**src/inc/pesm_pkg.sv**
```systemverilog
// Package: register map, layouts and reset values for the event status and mask block
package pesm_pkg;
  // Management port register indices
  localparam logic [4:0]  PESM_ADDR_STATUS = 5'h12;
  localparam logic [4:0]  PESM_ADDR_MASK   = 5'h13;
  // Field positions
  localparam int          PESM_POS_INT     = 15;
  localparam int          PESM_POS_EVT_LO  = 6;
  localparam int          PESM_NUM_EVT     = 9;
  // Event bits that latch high until read (link down .. overlong transmit)
  localparam logic [8:0]  PESM_LATCH_BITS  = 9'h1FC;
  // Status reset view: rate indicator at 1, all others 0
  localparam logic [8:0]  PESM_STAT_RST    = 9'h002;
  // Mask reset: everything suppressed, reserved pair at 1, low nibble 0
  localparam logic [15:0] PESM_MASK_RST    = 16'hFFF0;
  // Writable mask bits; the low nibble always reads 0
  localparam logic [15:0] PESM_MASK_WR     = 16'hFFF0;

  // Conditions from the receive path, ordered as status bits 14 down to 6
  typedef struct packed {
    logic link_down;      // No valid link
    logic lock_lost;      // Descrambler out of sync
    logic bad_code;       // Invalid five-bit code group
    logic no_ssd;         // Missing start-of-stream delimiter
    logic no_esd;         // Missing end-of-stream delimiter
    logic pol_rev;        // Receive polarity reversed
    logic jabber;         // Overlong transmit
    logic rate_100;       // 1 = 100 Mb/s, 0 = 10 Mb/s
    logic full_dup;       // 1 = full duplex
  } pesm_cond_t;

  // Management port request
  typedef struct packed {
    logic        rd;      // Read strobe, one cycle
    logic        wr;      // Write strobe, one cycle
    logic [4:0]  addr;    // Register index
    logic [15:0] wdata;   // Write data
  } pesm_req_t;
endpackage

```
**src/core/pesm_top.sv**
```systemverilog
// Event status and interrupt mask registers of the transceiver management port
//
// Summary of operation
// - Summary bit flags changes since last read
// - Link-down flag set when no valid link
// - Scrambler-lock-lost flag on descrambler sync loss
// - Bad-code-group flag on invalid code group
// - Missing-stream-start flag on absent start delimiter
// - Missing-stream-end flag on absent end delimiter
// - Polarity-reversed and overlong-transmit flags likewise
// - Rate indicator 1 at 100 Mb/s, resets 1
// - Duplex indicator 1 in full duplex
// - Six lowest status bits read zero
// - One mask bit per event, same position
// - Mask bits 15..4 reset to one, low nibble to zero
`timescale 1ns/1ps
`default_nettype none

module pesm_top
  import pesm_pkg::*;
(
  input  wire logic        clk_sys,      // 100 MHz device clock
  input  wire logic        sys_rst,      // Asynchronous reset, active high
  input  wire logic        clk_en,       // Freezes all state while low
  input  wire pesm_cond_t  cond_in,      // Current receive-path conditions
  input  wire pesm_req_t   mgmt_req,     // Management port request
  output logic [15:0]      mgmt_rdata,   // Read data, registered
  output logic             mgmt_rvalid,  // One-cycle pulse with read data
  output logic             int_req       // Interrupt request, active high
);

  // Register state
  logic [8:0]  stat_reg;      // Visible status bits 14..6
  logic [8:0]  stat_next;
  logic [8:0]  pend_reg;      // Per-bit change since last status read
  logic [8:0]  pend_next;
  logic [15:0] mask_reg;      // Suppress mask
  logic [15:0] mask_next;
  logic [15:0] rdata_reg;     // Read data holding
  logic [15:0] rdata_next;
  logic        rvalid_reg;    // Read answer strobe
  logic        rvalid_next;
  logic        irq_reg;       // Interrupt request
  logic        irq_next;

  // Decoded strobes
  logic        read_stat;     // Status register read this cycle
  logic        write_mask;    // Mask register written this cycle
  logic [8:0]  cond_vec;      // Conditions as a plain vector

  // Next-state logic for every register
  always_comb begin
    cond_vec   = cond_in;
    read_stat  = mgmt_req.rd && (mgmt_req.addr == PESM_ADDR_STATUS);
    write_mask = mgmt_req.wr && (mgmt_req.addr == PESM_ADDR_MASK);

    // latch until read
    // Latched bits keep their 1; the read drops them back to the live view.
    // The live condition is ORed in on the read too, so an event in the
    // read cycle itself is not lost.
    if (read_stat) begin
      stat_next = cond_vec;
    end else begin
      stat_next = (stat_reg & PESM_LATCH_BITS) | cond_vec;
    end

    // change since read
    // Clear on read, but a change in the same cycle sets it again.
    pend_next = (read_stat ? 9'h000 : pend_reg) | (stat_next ^ stat_reg);

    // per-event mask write
    // Reserved pair is plain storage; software is trusted to keep it at 1.
    if (write_mask) begin
      mask_next = mgmt_req.wdata & PESM_MASK_WR;
    end else begin
      mask_next = mask_reg;
    end

    // Read mux; unmapped indices answer zero
    rvalid_next = mgmt_req.rd;
    rdata_next  = rdata_reg;
    if (mgmt_req.rd) begin
      unique case (mgmt_req.addr)
        PESM_ADDR_STATUS: rdata_next = {|pend_reg, stat_reg, 6'h00};
        PESM_ADDR_MASK:   rdata_next = mask_reg & PESM_MASK_WR;
        default:          rdata_next = 16'h0000;
      endcase
    end

    // unmasked changes only
    // The summary bit has its own mask: with it open, any change raises.
    // Event masks sit at the same positions as their status bits, 14..6,
    // so the pending vector lines up with the mask slice from bit 6.
    irq_next = (|(pend_next & ~mask_next[PESM_POS_EVT_LO +: PESM_NUM_EVT]))
             | ((|pend_next) & ~mask_next[PESM_POS_INT]);
  end

  // State registers, frozen while the clock enable is low
  always_ff @(posedge clk_sys or posedge sys_rst) begin
    if (sys_rst) begin
      stat_reg   <= PESM_STAT_RST;
      pend_reg   <= 9'h000;
      mask_reg   <= PESM_MASK_RST;
      rdata_reg  <= 16'h0000;
      rvalid_reg <= 1'b0;
      irq_reg    <= 1'b0;
    end else if (clk_en) begin
      stat_reg   <= stat_next;
      pend_reg   <= pend_next;
      mask_reg   <= mask_next;
      rdata_reg  <= rdata_next;
      rvalid_reg <= rvalid_next;
      irq_reg    <= irq_next;
    end
  end

  // Outputs straight from flops
  assign mgmt_rdata  = rdata_reg;
  assign mgmt_rvalid = rvalid_reg;
  assign int_req     = irq_reg;

  // Checks on the register behaviour

  a_summary_on_change: assert property (
    @(posedge clk_sys) disable iff (sys_rst)
    (clk_en && (stat_next != stat_reg)) |=> (|pend_reg))
    else $error("summary bit missed a change");

  a_link_down_latch: assert property (
    @(posedge clk_sys) disable iff (sys_rst)
    (clk_en && cond_in.link_down) |=> stat_reg[8])
    else $error("link-down flag not set");

  a_flags_hold: assert property (
    @(posedge clk_sys) disable iff (sys_rst)
    (clk_en && !read_stat && (|(stat_reg & PESM_LATCH_BITS)))
      |=> ((stat_reg & PESM_LATCH_BITS) == ($past(stat_reg) & PESM_LATCH_BITS)
           || (stat_reg & $past(stat_reg) & PESM_LATCH_BITS) == ($past(stat_reg) & PESM_LATCH_BITS)))
    else $error("latched flag dropped without a read");

  // A status read drops every latched bit back to the live view,
  // so the next edge must show exactly what the receive path reported.
  a_read_reloads: assert property (
    @(posedge clk_sys) disable iff (sys_rst)
    (clk_en && read_stat) |=> (stat_reg == $past(cond_vec)))
    else $error("status not refreshed after read");

  a_rate_live: assert property (
    @(posedge clk_sys) disable iff (sys_rst)
    (clk_en && !read_stat) |=> (stat_reg[1] == $past(cond_in.rate_100)))
    else $error("rate indicator wrong");

  a_duplex_live: assert property (
    @(posedge clk_sys) disable iff (sys_rst)
    clk_en |=> (stat_reg[0] == $past(cond_in.full_dup)))
    else $error("duplex indicator wrong");

  a_status_low_zero: assert property (
    @(posedge clk_sys) disable iff (sys_rst)
    (clk_en && read_stat) |=> (mgmt_rvalid && mgmt_rdata[5:0] == 6'h00))
    else $error("reserved status bits not zero");

  a_mask_write: assert property (
    @(posedge clk_sys) disable iff (sys_rst)
    (clk_en && write_mask) |=> (mask_reg == ($past(mgmt_req.wdata) & PESM_MASK_WR)))
    else $error("mask write not stored");

  a_mask_nibble_zero: assert property (
    @(posedge clk_sys) disable iff (sys_rst)
    mask_reg[3:0] == 4'h0)
    else $error("mask low nibble not zero");

  a_masked_quiet: assert property (
    @(posedge clk_sys) disable iff (sys_rst)
    (clk_en && (&mask_next[15:6])) |=> !int_req)
    else $error("interrupt raised while fully masked");

  a_unmasked_raise: assert property (
    @(posedge clk_sys) disable iff (sys_rst)
    (clk_en && (|(pend_next & ~mask_next[14:6]))) |=> int_req)
    else $error("unmasked change did not interrupt");

  a_summary_irq_raise: assert property (
    @(posedge clk_sys) disable iff (sys_rst)
    (clk_en && (|pend_next) && !mask_next[PESM_POS_INT]) |=> int_req)
    else $error("open summary mask did not interrupt");

  // Each event seen on an enabled edge shows in its flag at the next one
  a_lock_lost_latch: assert property (
    @(posedge clk_sys) disable iff (sys_rst)
    (clk_en && cond_in.lock_lost) |=> stat_reg[7])
    else $error("lock-lost flag not set");

  a_bad_code_latch: assert property (
    @(posedge clk_sys) disable iff (sys_rst)
    (clk_en && cond_in.bad_code) |=> stat_reg[6])
    else $error("bad-code-group flag not set");

  a_start_delim_latch: assert property (
    @(posedge clk_sys) disable iff (sys_rst)
    (clk_en && cond_in.no_ssd) |=> stat_reg[5])
    else $error("missing-stream-start flag not set");

  a_end_delim_latch: assert property (
    @(posedge clk_sys) disable iff (sys_rst)
    (clk_en && cond_in.no_esd) |=> stat_reg[4])
    else $error("missing-stream-end flag not set");

  a_polarity_latch: assert property (
    @(posedge clk_sys) disable iff (sys_rst)
    (clk_en && cond_in.pol_rev) |=> stat_reg[3])
    else $error("polarity-reversed flag not set");

  a_jabber_latch: assert property (
    @(posedge clk_sys) disable iff (sys_rst)
    (clk_en && cond_in.jabber) |=> stat_reg[2])
    else $error("overlong-transmit flag not set");

endmodule // pesm_top

`default_nettype wire

```
**config.mk**
```make
export PLATFORM = sky130hd
export DESIGN_NAME = pesm_top
export DESIGN_NICKNAME = d
export VERILOG_FILES = /design/src/inc/pesm_pkg.sv /design/src/core/pesm_top.sv
export SDC_FILE = /design/constraint.sdc
export NUM_CORES = 1
export LEC_CHECK = 0
export ABC_CLOCK_PERIOD_IN_PS = 1640
export BUFFER_PORTS_ARGS = -buffer_cell sky130_fd_sc_hd__buf_2
export CORE_MARGIN = 1
export CORE_UTILIZATION = 29
export DETAILED_ROUTE_END_ITERATION = 10
export PLACE_DENSITY = 0.54
export SYNTH_ARGS = -nofsm -noshare
export SYNTH_HDL_FRONTEND = slang
export SYNTH_SLANG_ARGS = --single-unit
```
**constraint.sdc**
```tcl
create_clock -name clk_sys -period 1.64 [get_ports clk_sys]
set_input_delay 0.246 -clock clk_sys [delete_from_list [all_inputs] [get_ports clk_sys]]
set_output_delay 0.246 -clock clk_sys [all_outputs]
set_load 0.01 [all_outputs]
```
==> out/metrics.yaml <==
grt_util_all_layers_pct: 15.0
syn-cell-area_mm2: 0.00220
synth-edff-count: 0
cts-root-to-sink-buffers: 2
synthFlopType: "dfrtp_1"
wl_um: 5520
setup_violations: 0
synth_cell_type_count: 36
critPathKind: "primary input to register"
wl_met3_um: 283
die_height_um: 89.2
startpoint_type: "primary input"
grt_pass1_vias: 1710
antenna_found_initial: 0
finalCritPeriodShare_pct: 97.3
ys_top_cells_by_area: "dfrtp_1 (35%), dfstp_2 (15%), mux2_2 (8.2%)"
fillCellCount: 746
finalHoldViolCount: 0
routed_via_density: 4.88
fp.dieW_um: 89.2
first_pass_iters: 4
end_kind: "register"
worstPathRequired_ps: 1830
clk_root_buffer_cell: "clkbuf_8"
hold_class: "primary input to register"
vias: 1762
netlist.area_leader.share_pct: 35.2
cts_inserted_buffers: 5
drtIter0Drc: 97
slew_viol_final: 0
vdd_ir_drop_max_uv: 295
tns_ps: 0
leakagePower_nw: 1.15
gp_congestion: 0.863
min_period_ps: 1600
met1_length_um: 2710
grt_pass1_wl_um: 8820
seq_area_frac_synth_pct: 50.7
p_per_area_mw_per_mm2: 903
h-tree-depth: 2
max-cap-violations: 0
netlist_instances: 202
core_area_mm2: 0.00729
overflow: 0
n_antenna_cell: 0
dp_hpwl_um: 4120
die_area_mm2: 0.00795
ant_nets: 0
topRoutingLayerUsed: "met4"
routedWlPerCell_um: 15.3
cp_max_fo: 8
ys_async_sr_fraction_pct: 100
area_delta_synth_final_pct: 24.5
skew_ps: 4.25
synth_area_leader_cell: "dfrtp_1"
rsz0062_at_grt: "true"
syn-mean-instance-area_um2: 10.9
initial_core_util_pct: 30.2
wl_met2_um: 2390
fin_util_pct: 37.6
drive_gt1_share_pct: 42.0
io_pins: 53
slew_headroom_pct: 57.1
clock_sinks: 44
cts_tree: "built"
fmax_mhz: 626
path_clk_slew_ps: 90
insertion_delay_ps: 290
synth_seq_cells: 44
status: "finished, final reports clean"
post_cts_resized: 0
drcViolationCount: 0
tightest_slew_ps: 640
ys_warn_count: 0
worstPathArrival_ps: 1790
port_buffers: 44
nNetsFinal: 296
grt_max_degree: 30
rows: 31
postCtsSetupRepairBufs: 0
-- stage by stage --
stage	cell area, um^2	cells	setup slack [ps]	hold WS [ps]	power (mW)
CTS	2750	361	22.7	170	2.50
finish	2750	361	43.6	176	2.48
detailed placement	2630	352	-303	280	1.67
floorplan	2220	205	-79.3	392	1.52
global route	2750	361	-57.6	166	2.60
global placement	2630	352	-249	272	1.67
-- per-layer routing --
| metal | GRT usage [%] | vias to the layer above |
|---|---|---|
| met4 | 6.20 | 0 |
| met2 | 22.1 | 60 |
| li1 | - | 847 |
| met5 | 0 | - |
| met3 | 3.23 | 10 |
| met1 | 21.2 | 845 |
-- kinds of logic after synthesis --
kind of cell	after synthesis	synth area share, %
other	1	0.170
and+or+nand+nor	68	15.5
xor gates and xnor gates	2	0.795
buffers and inverters	15	4.03
AOI/OAI and AO/OA	47	16.6
muxes	25	12.3
DFF	44	50.7
-- cells in the mapped netlist, drive strengths merged (2+ instances only) --
library cell	number
buf	6
nor4	3
nor2	24
mux2	16
dfstp	13
mux2i	9
a22o	8
dfrtp	31
nand2	17
nor2b	7
o21ai	13
a21o	2
a22oi	12
nor3	8
clkbuf	6
a221o	7
nand3	2
xor2	2
inv	3
-- critical path, stage by stage --
cell and delay (ps):
buf_2 100, and4bb_4 360, nand2_4 90, a221o_2 420, nor4_1 270, a31oi_1 110
o22a_1 180
-- cell type report --
class	count	area, um^2	area share [%]
Sequential cell	44	1120	40.7
Timing Repair Buffer	61	375	13.7
Inverter	3	11.3	0.410
Clock buffer	6	72.6	2.64
Tap cell	99	124	4.51
Clock inverter	2	35.0	1.28
Multi-Input combinational cell	146	1010	36.8
-- cells in the final DEF, fill, tap and decap left out, types with 2 or more instances in the layout --
| cell type | count |
|---|---|
| buf_2 | 44 |
| dfrtp_1 | 31 |
| nor2_1 | 24 |
| mux2_2 | 16 |
| nand2_1 | 16 |
| buf_4 | 14 |
| o21ai_0 | 13 |
| dfstp_2 | 13 |
| a22oi_1 | 12 |
| mux2i_1 | 9 |
| nor3_1 | 8 |
| a22o_1 | 8 |
| nor2b_1 | 7 |
| a221o_2 | 6 |
| clkbuf_8 | 5 |
| conb_1 | 4 |
| nor4_1 | 3 |
| inv_1 | 2 |
| nand3_1 | 2 |
| xor2_1 | 2 |
| a21o_2 | 2 |
| buf_12 | 2 |
-- path summary, 6_finish.rpt --
path,startpoint,depth (start not counted),endpoint,slack (ps)
max,mgmt_req[19],7,int_req$_DFFE_PP0P_,40
min,mgmt_req[5],2,mask_reg[5]$_DFFE_PP1P_,180
max reg2reg,stat_reg[7]$_DFFE_PP0P_,4,int_req$_DFFE_PP0P_,90
min reg2reg,mgmt_rdata[9]$_DFFE_PP0P_,2,mgmt_rdata[9]$_DFFE_PP0P_,480
min in group asynchronous,sys_rst,3,pend_reg[4]$_DFFE_PP0P_,490
max in group asynchronous,sys_rst,4,mask_reg[10]$_DFFE_PP1P_,560
-- power by group --
part           switching, mW  internal, mW
registers             0.0724          1.21
clock network          0.375         0.452
logic                  0.188         0.185
total                  0.635          1.84
-- repair_timing --
action                     in CTS  in global routing
hold buffers                    1                  0
hold endpoints to repair       12                  0
setup endpoints to repair       0                  1
No activity file was read; power rests on OpenSTA's default activity.
